==> src/io_space_defs.svh <==
`ifndef IO_SPACE_DEFS_SVH
`define IO_SPACE_DEFS_SVH

// ----------------------------------------------------------------
// Address ranges
// ----------------------------------------------------------------
`define IO_LOC_COUNT 64
`define BIT_ACCESS_LAST 6'h1f
`define DATA_ALIAS_BASE 9'h020
`define EXT_SPACE_FIRST 9'h060
`define EXT_SPACE_LAST 9'h1ff
`define RESET_BYTE 8'h00

// ----------------------------------------------------------------
// I/O locations
// ----------------------------------------------------------------
`define LOC_PORT_B_INPUT_PINS 6'h03
`define LOC_PORT_B_DIRECTION 6'h04
`define LOC_PORT_B_OUTPUT_LATCH 6'h05
`define LOC_PORT_C_INPUT_PINS 6'h06
`define LOC_PORT_C_DIRECTION 6'h07
`define LOC_PORT_C_OUTPUT_LATCH 6'h08
`define LOC_PORT_D_INPUT_PINS 6'h09
`define LOC_PORT_D_DIRECTION 6'h0a
`define LOC_PORT_D_OUTPUT_LATCH 6'h0b
`define LOC_TIMER0_EVENT_FLAGS 6'h15
`define LOC_TIMER1_EVENT_FLAGS 6'h16
`define LOC_PIN_CHANGE_FLAGS 6'h1b
`define LOC_EXTERNAL_IRQ_FLAGS 6'h1c
`define LOC_EXTERNAL_IRQ_MASK 6'h1d
`define LOC_GENERAL_SCRATCH_0 6'h1e
`define LOC_NVM_DATA_CONTROL 6'h1f
`define LOC_NVM_DATA_BYTE 6'h20
`define LOC_NVM_ADDRESS_LOW 6'h21
`define LOC_NVM_ADDRESS_HIGH 6'h22
`define LOC_TIMER_PRESCALER_SYNC 6'h23
`define LOC_TIMER0_CONTROL_A 6'h24
`define LOC_TIMER0_CONTROL_B 6'h25
`define LOC_TIMER0_COUNT 6'h26
`define LOC_TIMER0_COMPARE_A 6'h27
`define LOC_TIMER0_COMPARE_B 6'h28
`define LOC_PLL_CONTROL_STATUS 6'h29
`define LOC_GENERAL_SCRATCH_1 6'h2a
`define LOC_GENERAL_SCRATCH_2 6'h2b
`define LOC_SERIAL_PERIPH_STATUS 6'h2d
`define LOC_SERIAL_PERIPH_DATA 6'h2e
`define LOC_COMPARATOR_CTRL 6'h30
`define LOC_DEBUG_LINK_DATA 6'h31

// ----------------------------------------------------------------
// Implemented bit masks
// ----------------------------------------------------------------
`define MASK_FULL 8'hff
`define MASK_PORT_C 8'hf7
`define MASK_TIMER0_FLAGS 8'h07
`define MASK_TIMER1_FLAGS 8'h2f
`define MASK_PIN_CHANGE 8'h03
`define MASK_NVM_CONTROL 8'h3f
`define MASK_NVM_ADDR_HIGH 8'h0f
`define MASK_PRESCALER_SYNC 8'h83
`define MASK_TIMER0_CTRL_A 8'hf3
`define MASK_TIMER0_CTRL_B 8'hcf
`define MASK_PLL 8'h1f
`define MASK_SERIAL_STATUS 8'hc1

`endif

==> src/io_space_pkg.sv <==
package io_space_pkg;

  // Core operations presented to the register space
  typedef enum logic [2:0] {
    op_none,
    op_io_in,
    op_io_out,
    op_set_io_bit,
    op_clear_io_bit,
    op_test_io_bit,
    op_data_load,
    op_data_store
  } core_op_t;

  // One core request per cycle
  typedef struct packed {
    core_op_t op;
    logic [8:0] addr;
    logic [2:0] bit_sel;
    logic [7:0] wdata;
  } core_req_t;

  // Answer to the core
  typedef struct packed {
    logic ack;
    logic [7:0] rdata;
    logic bit_val;
  } core_resp_t;

  // Access forwarded to the extended space
  typedef struct packed {
    logic sel;
    logic we;
    logic [8:0] addr;
    logic [7:0] wdata;
  } ext_req_t;

  // Hardware flag set pulses
  typedef struct packed {
    logic [7:0] timer0;
    logic [7:0] timer1;
    logic [7:0] pin_change;
    logic [7:0] external_irq;
  } flag_set_t;

  // Sampled port pin levels
  typedef struct packed {
    logic [7:0] port_b;
    logic [7:0] port_c;
    logic [7:0] port_d;
  } pin_in_t;

  // Whole state of the register space
  typedef struct packed {
    logic [63:0][7:0] mem;
    core_resp_t resp;
    ext_req_t ext;
  } io_state_t;

endpackage

==> src/io_register_space.sv <==
`timescale 1ns/1ps
`include "io_space_defs.svh"

module io_register_space (
  input wire logic i_clk,
  input wire logic i_reset,
  input io_space_pkg::core_req_t i_req,
  output io_space_pkg::core_resp_t o_resp,
  input io_space_pkg::pin_in_t i_pins,
  input io_space_pkg::flag_set_t i_flag_set,
  output logic [63:0][7:0] o_io_regs,
  output io_space_pkg::ext_req_t o_ext,
  input wire logic [7:0] i_ext_rdata
);
  import io_space_pkg::*;

  // ----------------------------------------------------------------
  // Location decode functions
  // ----------------------------------------------------------------

  // Bits that really exist at a location, zero where unassigned
  function automatic logic [7:0] impl_mask(input logic [5:0] loc);
    case (loc)
      `LOC_PORT_B_INPUT_PINS,
      `LOC_PORT_B_DIRECTION,
      `LOC_PORT_B_OUTPUT_LATCH,
      `LOC_PORT_D_INPUT_PINS,
      `LOC_PORT_D_DIRECTION,
      `LOC_PORT_D_OUTPUT_LATCH,
      `LOC_EXTERNAL_IRQ_FLAGS,
      `LOC_EXTERNAL_IRQ_MASK,
      `LOC_GENERAL_SCRATCH_0,
      `LOC_NVM_DATA_BYTE,
      `LOC_NVM_ADDRESS_LOW,
      `LOC_TIMER0_COUNT,
      `LOC_TIMER0_COMPARE_A,
      `LOC_TIMER0_COMPARE_B,
      `LOC_GENERAL_SCRATCH_1,
      `LOC_GENERAL_SCRATCH_2,
      `LOC_SERIAL_PERIPH_DATA,
      `LOC_COMPARATOR_CTRL,
      `LOC_DEBUG_LINK_DATA: impl_mask = `MASK_FULL;
      `LOC_PORT_C_INPUT_PINS,
      `LOC_PORT_C_DIRECTION,
      `LOC_PORT_C_OUTPUT_LATCH: impl_mask = `MASK_PORT_C;
      `LOC_TIMER0_EVENT_FLAGS: impl_mask = `MASK_TIMER0_FLAGS;
      `LOC_TIMER1_EVENT_FLAGS: impl_mask = `MASK_TIMER1_FLAGS;
      `LOC_PIN_CHANGE_FLAGS: impl_mask = `MASK_PIN_CHANGE;
      `LOC_NVM_DATA_CONTROL: impl_mask = `MASK_NVM_CONTROL;
      `LOC_NVM_ADDRESS_HIGH: impl_mask = `MASK_NVM_ADDR_HIGH;
      `LOC_TIMER_PRESCALER_SYNC: impl_mask = `MASK_PRESCALER_SYNC;
      `LOC_TIMER0_CONTROL_A: impl_mask = `MASK_TIMER0_CTRL_A;
      `LOC_TIMER0_CONTROL_B: impl_mask = `MASK_TIMER0_CTRL_B;
      `LOC_PLL_CONTROL_STATUS: impl_mask = `MASK_PLL;
      `LOC_SERIAL_PERIPH_STATUS: impl_mask = `MASK_SERIAL_STATUS;
      default: impl_mask = 8'h00;
    endcase
  endfunction

  // Locations whose flags clear when a one is written
  function automatic logic is_w1c(input logic [5:0] loc);
    case (loc)
      `LOC_TIMER0_EVENT_FLAGS,
      `LOC_TIMER1_EVENT_FLAGS,
      `LOC_PIN_CHANGE_FLAGS,
      `LOC_EXTERNAL_IRQ_FLAGS: is_w1c = 1'b1;
      default: is_w1c = 1'b0;
    endcase
  endfunction

  // Locations that show the port pins and ignore writes
  function automatic logic is_pins(input logic [5:0] loc);
    case (loc)
      `LOC_PORT_B_INPUT_PINS,
      `LOC_PORT_C_INPUT_PINS,
      `LOC_PORT_D_INPUT_PINS: is_pins = 1'b1;
      default: is_pins = 1'b0;
    endcase
  endfunction

  // ----------------------------------------------------------------
  // State
  // ----------------------------------------------------------------
  io_state_t st_q; // Registered state
  io_state_t st_d; // Next state
  logic [5:0] loc; // Decoded I/O location
  logic hit; // Request reaches the bank
  logic wr_en; // Request writes the bank
  logic [7:0] rd_val; // Current value at the location
  logic [7:0] wr_val; // Value written to the location
  logic [7:0] bit_one; // One-hot of the selected bit

  // ----------------------------------------------------------------
  // Address decode
  // ----------------------------------------------------------------

  // Map both access paths onto one location
  always_comb
  begin
    loc = i_req.addr[5:0];
    hit = 1'b0;
    wr_en = 1'b0;
    case (i_req.op)
      // Six address bits reach the full 64 locations
      op_io_in: hit = 1'b1;
      op_io_out:
      begin
        hit = 1'b1;
        wr_en = 1'b1;
      end
      // Bit operations stop at the low half
      op_set_io_bit,
      op_clear_io_bit:
      begin
        hit = (i_req.addr[5:0] <= `BIT_ACCESS_LAST);
        wr_en = hit;
      end
      op_test_io_bit: hit = (i_req.addr[5:0] <= `BIT_ACCESS_LAST);
      // Data alias sits 0x20 above the I/O location
      op_data_load,
      op_data_store:
      begin
        loc = 6'(i_req.addr - `DATA_ALIAS_BASE);
        hit = (i_req.addr >= `DATA_ALIAS_BASE) && (i_req.addr < `EXT_SPACE_FIRST);
        wr_en = hit && (i_req.op == op_data_store);
      end
      default:
      begin
        hit = 1'b0;
      end
    endcase
  end

  // ----------------------------------------------------------------
  // Read and write values
  // ----------------------------------------------------------------

  // Current value, pins for input locations, zero on absent bits
  always_comb
  begin
    bit_one = 8'h01 << i_req.bit_sel;
    case (loc)
      `LOC_PORT_B_INPUT_PINS: rd_val = i_pins.port_b;
      `LOC_PORT_C_INPUT_PINS: rd_val = i_pins.port_c & `MASK_PORT_C;
      `LOC_PORT_D_INPUT_PINS: rd_val = i_pins.port_d;
      default: rd_val = st_q.mem[loc] & impl_mask(loc);
    endcase
    // Bit operations write back the whole register
    case (i_req.op)
      op_set_io_bit: wr_val = rd_val | bit_one;
      op_clear_io_bit: wr_val = rd_val & ~bit_one;
      default: wr_val = i_req.wdata;
    endcase
  end

  // ----------------------------------------------------------------
  // Next state
  // ----------------------------------------------------------------

  // Update the bank, the answer and the extended access
  always_comb
  begin
    st_d = st_q;
    st_d.resp.ack = 1'b0;
    st_d.ext.sel = 1'b0;
    st_d.ext.we = 1'b0;
    // Local access completes in one cycle
    if (i_req.op != op_none && !(i_req.op inside {op_data_load, op_data_store} && i_req.addr >= `EXT_SPACE_FIRST))
    begin
      st_d.resp.ack = 1'b1;
      st_d.resp.rdata = hit ? rd_val : 8'h00;
      st_d.resp.bit_val = hit ? rd_val[i_req.bit_sel] : 1'b0;
    end
    // Extended space is reached only from data operations
    if (i_req.op inside {op_data_load, op_data_store} && i_req.addr >= `EXT_SPACE_FIRST)
    begin
      st_d.ext.sel = 1'b1;
      st_d.ext.we = (i_req.op == op_data_store);
      st_d.ext.addr = i_req.addr;
      st_d.ext.wdata = i_req.wdata;
    end
    // Extended load returns one cycle after its strobe
    if (st_q.ext.sel && !st_q.ext.we)
    begin
      st_d.resp.ack = 1'b1;
      st_d.resp.rdata = i_ext_rdata;
      st_d.resp.bit_val = 1'b0;
    end
    // Write into the bank; absent bits and pin locations stay zero
    if (wr_en && !is_pins(loc))
    begin
      if (is_w1c(loc))
        st_d.mem[loc] = st_q.mem[loc] & ~(wr_val & impl_mask(loc));
      else
        st_d.mem[loc] = wr_val & impl_mask(loc);
    end
    // Hardware events set flags and win over a clear
    st_d.mem[`LOC_TIMER0_EVENT_FLAGS] = st_d.mem[`LOC_TIMER0_EVENT_FLAGS]
      | (i_flag_set.timer0 & `MASK_TIMER0_FLAGS);
    st_d.mem[`LOC_TIMER1_EVENT_FLAGS] = st_d.mem[`LOC_TIMER1_EVENT_FLAGS]
      | (i_flag_set.timer1 & `MASK_TIMER1_FLAGS);
    st_d.mem[`LOC_PIN_CHANGE_FLAGS] = st_d.mem[`LOC_PIN_CHANGE_FLAGS]
      | (i_flag_set.pin_change & `MASK_PIN_CHANGE);
    st_d.mem[`LOC_EXTERNAL_IRQ_FLAGS] = st_d.mem[`LOC_EXTERNAL_IRQ_FLAGS]
      | i_flag_set.external_irq;
  end

  // ----------------------------------------------------------------
  // Registers
  // ----------------------------------------------------------------

  // Synchronous reset returns every bit to its reset value
  always_ff @(posedge i_clk)
  begin
    if (i_reset)
    begin
      st_q.mem <= {`IO_LOC_COUNT{`RESET_BYTE}};
      st_q.resp <= '0;
      st_q.ext <= '0;
    end
    else
    begin
      st_q <= st_d;
    end
  end

  // Outputs straight from flip-flops
  assign o_resp = st_q.resp;
  assign o_ext = st_q.ext;
  assign o_io_regs = st_q.mem;

  // ----------------------------------------------------------------
  // Checks
  // ----------------------------------------------------------------

  // Bit operations above the low half leave the register alone
  bit_range_a: assert property (@(posedge i_clk) disable iff (i_reset)
    (i_req.op inside {op_set_io_bit, op_clear_io_bit} && i_req.addr[5:0] > `BIT_ACCESS_LAST)
    |=> st_q.mem[$past(i_req.addr[5:0])] == $past(st_q.mem[i_req.addr[5:0]]))
    else $error("bit operation changed a high location");

  // Bit test answers with the tested bit
  bit_test_a: assert property (@(posedge i_clk) disable iff (i_reset)
    (i_req.op == op_test_io_bit && i_req.addr[5:0] == `LOC_GENERAL_SCRATCH_0)
    |=> o_resp.ack && o_resp.bit_val == $past(st_q.mem[`LOC_GENERAL_SCRATCH_0][i_req.bit_sel]))
    else $error("bit test value wrong");

  // Writing zero to a flag register with no event keeps it
  flag_zero_a: assert property (@(posedge i_clk) disable iff (i_reset)
    (i_req.op == op_io_out && i_req.addr[5:0] == `LOC_EXTERNAL_IRQ_FLAGS
      && i_req.wdata == 8'h00 && i_flag_set.external_irq == 8'h00)
    |=> $stable(st_q.mem[`LOC_EXTERNAL_IRQ_FLAGS]))
    else $error("zero write changed flags");

  // Writing ones with no event clears the flags
  flag_one_a: assert property (@(posedge i_clk) disable iff (i_reset)
    (i_req.op == op_io_out && i_req.addr[5:0] == `LOC_EXTERNAL_IRQ_FLAGS
      && i_req.wdata == 8'hff && i_flag_set.external_irq == 8'h00)
    |=> st_q.mem[`LOC_EXTERNAL_IRQ_FLAGS] == 8'h00)
    else $error("one write did not clear flags");

  // Event in the clearing cycle survives
  flag_set_wins_a: assert property (@(posedge i_clk) disable iff (i_reset)
    (i_flag_set.timer0[0]) |=> st_q.mem[`LOC_TIMER0_EVENT_FLAGS][0])
    else $error("flag event lost");

  // Bit set on a flag register clears every set flag
  rmw_clear_a: assert property (@(posedge i_clk) disable iff (i_reset)
    (i_req.op == op_set_io_bit && i_req.addr[5:0] == `LOC_TIMER1_EVENT_FLAGS
      && i_flag_set.timer1 == 8'h00)
    |=> st_q.mem[`LOC_TIMER1_EVENT_FLAGS] == 8'h00)
    else $error("read-modify-write left a flag set");

  // Store through the data alias shows at the I/O location
  alias_write_a: assert property (@(posedge i_clk) disable iff (i_reset)
    (i_req.op == op_data_store && i_req.addr == 9'h04b)
    |=> o_io_regs[`LOC_GENERAL_SCRATCH_2] == $past(i_req.wdata))
    else $error("alias store not visible");

  // Load through the data alias returns the I/O register
  alias_read_a: assert property (@(posedge i_clk) disable iff (i_reset)
    (i_req.op == op_data_load && i_req.addr == 9'h03e)
    |=> o_resp.ack && o_resp.rdata == $past(o_io_regs[`LOC_GENERAL_SCRATCH_0]))
    else $error("alias load differs from I/O register");

  // Data accesses below the alias base touch nothing
  data_low_a: assert property (@(posedge i_clk) disable iff (i_reset)
    (i_req.op == op_data_store && i_req.addr < `DATA_ALIAS_BASE)
    |=> o_resp.ack && $stable(o_io_regs))
    else $error("low data store changed the bank");

  // Output to the top of the range lands there
  io_out_high_a: assert property (@(posedge i_clk) disable iff (i_reset)
    (i_req.op == op_io_out && i_req.addr[5:0] == `LOC_DEBUG_LINK_DATA)
    |=> o_io_regs[`LOC_DEBUG_LINK_DATA] == $past(i_req.wdata))
    else $error("high location write lost");

  // Bit set in the low half raises the chosen bit
  set_bit_a: assert property (@(posedge i_clk) disable iff (i_reset)
    (i_req.op == op_set_io_bit && i_req.addr[5:0] == `LOC_PORT_B_OUTPUT_LATCH)
    |=> o_io_regs[`LOC_PORT_B_OUTPUT_LATCH][$past(i_req.bit_sel)])
    else $error("bit set did not take");

  // Bit clear in the low half drops the chosen bit
  clear_bit_a: assert property (@(posedge i_clk) disable iff (i_reset)
    (i_req.op == op_clear_io_bit && i_req.addr[5:0] == `LOC_PORT_B_OUTPUT_LATCH)
    |=> !o_io_regs[`LOC_PORT_B_OUTPUT_LATCH][$past(i_req.bit_sel)])
    else $error("bit clear did not take");

  // A one clears only its own flag
  flag_single_a: assert property (@(posedge i_clk) disable iff (i_reset)
    (i_req.op == op_io_out && i_req.addr[5:0] == `LOC_TIMER0_EVENT_FLAGS
      && i_req.wdata == 8'h01 && i_flag_set.timer0 == 8'h00)
    |=> !o_io_regs[`LOC_TIMER0_EVENT_FLAGS][0]
      && o_io_regs[`LOC_TIMER0_EVENT_FLAGS][2:1] == $past(o_io_regs[`LOC_TIMER0_EVENT_FLAGS][2:1]))
    else $error("flag clear touched other flags");

  // Absent port C bit reads as zero
  absent_bit_a: assert property (@(posedge i_clk) disable iff (i_reset)
    (i_req.op == op_io_in && i_req.addr[5:0] == `LOC_PORT_C_INPUT_PINS)
    |=> !o_resp.rdata[3])
    else $error("absent bit not zero");

  // Extended load strobes out, then answers with outside data
  ext_load_a: assert property (@(posedge i_clk) disable iff (i_reset)
    (i_req.op == op_data_load && i_req.addr >= `EXT_SPACE_FIRST)
    |=> o_ext.sel && !o_ext.we && o_ext.addr == $past(i_req.addr)
    ##1 o_resp.ack && o_resp.rdata == $past(i_ext_rdata))
    else $error("extended load wrong");

  // Extended store strobes out and gives no answer
  ext_store_a: assert property (@(posedge i_clk) disable iff (i_reset)
    (i_req.op == op_data_store && i_req.addr >= `EXT_SPACE_FIRST)
    |=> o_ext.sel && o_ext.we && o_ext.wdata == $past(i_req.wdata) && !o_resp.ack)
    else $error("extended store wrong");

  // I/O operations never reach the extended space
  ext_only_a: assert property (@(posedge i_clk) disable iff (i_reset)
    (i_req.op inside {op_io_in, op_io_out, op_set_io_bit, op_clear_io_bit, op_test_io_bit})
    |=> !o_ext.sel)
    else $error("I/O operation reached extended space");

  // Local accesses answer on the next edge
  one_cycle_a: assert property (@(posedge i_clk) disable iff (i_reset)
    (i_req.op == op_io_in) |=> o_resp.ack && o_resp.rdata == $past(rd_val))
    else $error("I/O read not answered in one cycle");

  // Reset clears the bank
  reset_clear_a: assert property (@(posedge i_clk)
    i_reset |=> o_io_regs == '0 && !o_resp.ack && !o_ext.sel)
    else $error("reset left state behind");

endmodule

==> config.mk <==
export PLATFORM = sky130hd
export DESIGN_NAME = io_register_space
export DESIGN_NICKNAME = d
export VERILOG_FILES = /design/src/io_space_pkg.sv /design/src/io_register_space.sv
export VERILOG_INCLUDE_DIRS = /design/src
export SDC_FILE = /design/constraint.sdc
export NUM_CORES = 1
export LEC_CHECK = 0
export ABC_CLOCK_PERIOD_IN_PS = 10570
export BUFFER_PORTS_ARGS = -buffer_cell sky130_fd_sc_hd__buf_4
export CAP_MARGIN = 25
export CORE_MARGIN = 4
export CORE_UTILIZATION = 40
export CTS_BUF_LIST = sky130_fd_sc_hd__clkbuf_16
export DETAILED_ROUTE_END_ITERATION = 12
export PLACE_DENSITY = 0.75
export SETUP_SLACK_MARGIN = 0.2
export SLEW_MARGIN = 20
export SYNTH_ARGS = -nofsm -noshare
export SYNTH_HDL_FRONTEND = slang
export SYNTH_SLANG_ARGS = --single-unit
export TNS_END_PERCENT = 100
==> constraint.sdc <==
create_clock -name i_clk -period 10.57 [get_ports i_clk]
set_clock_uncertainty 0.2 [all_clocks]
set_input_delay 3.171 -clock i_clk [delete_from_list [all_inputs] [get_ports i_clk]]
set_output_delay 3.171 -clock i_clk [all_outputs]
set_load 0.05 [all_outputs]
==> metrics.md <==
| Metric | Value |
|---|---|
| Status | `complete, no violations` |
| Highest Clock Rate | `0.125 GHz` |
| RSZ-0062 raised after global routing | `false` |
| YS warnings | `0` |
| Fillers | `5016` |
| Clock latency on the worst-skew pair | `620 ps` |
| Seq/Total Area, Yosys | `0.469` |
| Worst slew pin tran | `1130 ps` |
| Placed inst area | `28300 um^2` |
| Max Slew Vio Count | `0` |
| Critical-path maximum fanout | `67` |
| Met1 wire length | `41400 um` |
| Initial antenna violation count | `4` |
| Clock transition at path regs | `60 ps` |
| Final Core Density | `0.532` |
| Commonest cells after routing, fill and taps aside | `buf_4 (670), dfxtp_1 (541), nor2_1 (380), a211oi_1 (237), and2_1 (217)` |
| Sequential Area | `10800 um^2` |
| Max_slew headroom | `0.244` |
| Setup TNS | `0 ps` |
| Grt ovf | `0` |
| Asr flop ratio synth | `0` |
| Width of the chip | `248 um` |
| CTS Buffer Depth | `3` |
| Layout cells sized above 1 | `0.313` |
| Rows | `87` |
| Pwr dens | `150 nW/um^2` |
| WL final | `107000 um` |
| First-pass GRT wire length | `149000 um` |
| DIE AREA | `61700 um^2` |
| Synth Register Bits | `541` |
| Leakage Power | `12.2 nW` |
| Post-CTS Setup Inserts | `0` |
| Root Driver | `clkbuf_16` |
| Clk sinks | `541` |
| Initial Util | `0.407` |
| Antenna Nets Post-Route | `0` |
| Routed met2 length | `48600 um` |
| Hold-fix buffers, CTS | `0` |
| Avg Synthesized Cell Area | `9.81 um^2` |
| Global Route Usage Sum | `0.329` |
| Pre-Repair DR Iteration Count | `6` |
| Via density per instance | `5.95` |
| I/O pins | `630` |
| Critical path class | `in -> reg` |
| Met3 WL | `11000 um` |
| Final Net Count | `3001` |
| Cells after Synth | `2356` |
| Arr. time, crit path | `8220 ps` |
| Die H | `248 um` |
| Mapped Area | `23100 um^2` |
| Drt wl/cell | `28.8 um` |
| Maximum vdd drop | `0.120 mV` |
| Hold Vio Cnt, Final | `0` |
| Final Critical Period | `7970 ps` |
| Via count | `22099` |
| Area added between synthesis and finish | `30.8%` |
| Worst Hold Class | `reg -> reg` |
| Post-Syn Nets | `2452` |
| Core ar. | `56800 um^2` |
| Total power draw | `4.55 mW` |
| Critical path required time | `10810 ps` |
| EDFF count, synth | `0` |
| Vias in the first global route | `21308` |
| PortBufs | `614` |
| Max Used Layer | `met5` |
| Unique masters post-synth | `80` |
| # DRC | `0` |
| CTS buffer count | `56` |
| Area of the multi-input gates | `11400 um^2` |
| Startpoint Class | `input port` |
| H-tree levels | `2` |
| CTS resizes | `0` |
| Final setup violation count | `0` |
| Detailed placer's ending HPWL | `77800 um` |
| MaxCap Viol Count | `0` |
| Gpl congestion | `0.915` |
| Top FF cell, synth | `dfxtp_1` |
| Final instance area | `30200 um^2` |
| Largest net degree at the start of global routing | `135` |
| Drt initial violations | `2309` |
| CTS tree | `built` |
| Period utilization | `0.754` |
| Most common cell after layout, fill and taps aside | `buf_4` |
| CP Capture Type | `flip-flop` |
-- area by class of cell --
type	count	share of cell area
Antenna cell	3	0.000248
Tap cell	756	0.0313
Multi-Input combinational cell	1611	0.377
Clock buffer	58	0.0480
Clock inverter	47	0.0118
Timing Repair Buffer	682	0.172
Inverter	13	0.00161
Sequential cell	541	0.358
-- worst paths after layout --
kind | slack [ps] | end | from | cells after the start
min | 260 | o_ext[16]$_SDFFE_PP0P_ | o_ext[16]$_SDFFE_PP0P_ | 2
max reg2reg | 6080 | o_io_regs[79]$_SDFFE_PP0P_ | o_io_regs[495]$_SDFFE_PP0P_ | 9
max | 2600 | o_io_regs[79]$_SDFFE_PP0P_ | i_req[13] | 11
min reg2reg | 260 | o_ext[16]$_SDFFE_PP0P_ | o_ext[16]$_SDFFE_PP0P_ | 2
-- state kept, by name, indices dropped and copies added, names as in the netlist --
register / count
o_ext: 19
o_io_regs: 512
o_resp: 10
-- Yosys cell counts (all sizes together) (34+ instances only) --
| library cell | count | area, um^2 |
|---|---|---|
| o21ai | 43 | 215 |
| a22oi | 34 | 255 |
| a221oi | 34 | 298 |
| buf | 119 | 714 |
| dfxtp | 541 | 10800 |
| nor2 | 392 | 1470 |
| clkbuf | 72 | 270 |
| a211oi | 250 | 1940 |
| nand2 | 88 | 330 |
| and2 | 217 | 1360 |
| a21oi | 71 | 355 |
| mux2i | 111 | 1110 |
| mux4 | 66 | 1490 |
-- kinds of logic after synthesis --
family | after synthesis | share of synthesized area
xor gates and xnor gates | 1 | 0.000379
AOI/OAI and AO/OA | 558 | 0.179
adders and majority gates | 8 | 0.00422
DFF | 541 | 0.469
buffers and inverters | 204 | 0.0447
and+or+nand+nor | 835 | 0.175
muxes | 209 | 0.128
-- critical path, cell delays in order --
cell and delay (ps):
buf_6 600, buf_4 670, mux4_2 410, mux2i_1 490, o32ai_1 180, nor4_1 760, o21ai_1 310, a21oi_1 210
o31a_2 640, buf_4 460, a211oi_1 130
-- metrics by stage --
step | hold WS [ps] | std cells | worst slack (ps)
after floorplan | 475 | 2356 | 3880
after global placement | 245 | 3577 | 2180
after detailed placement | 250 | 3594 | 2290
after CTS | 258 | 3699 | 2950
after global routing | 281 | 3709 | 2640
final | 257 | 3711 | 2600
-- power breakdown --
part	switching (mW)	total, mW	internal (mW)
combinational	0.370	0.510	0.139
sequential	0.0141	2.07	2.05
clock	0.855	1.97	1.11
-- metal layers --
layer | vias to the layer above | track usage
met3 | 285 | 0.0950
met4 | 4 | 0.149
met1 | 10840 | 0.411
li1 | 9671 | -
met2 | 1299 | 0.528
met5 | - | 0
Power figures use the tool's default switching activity.
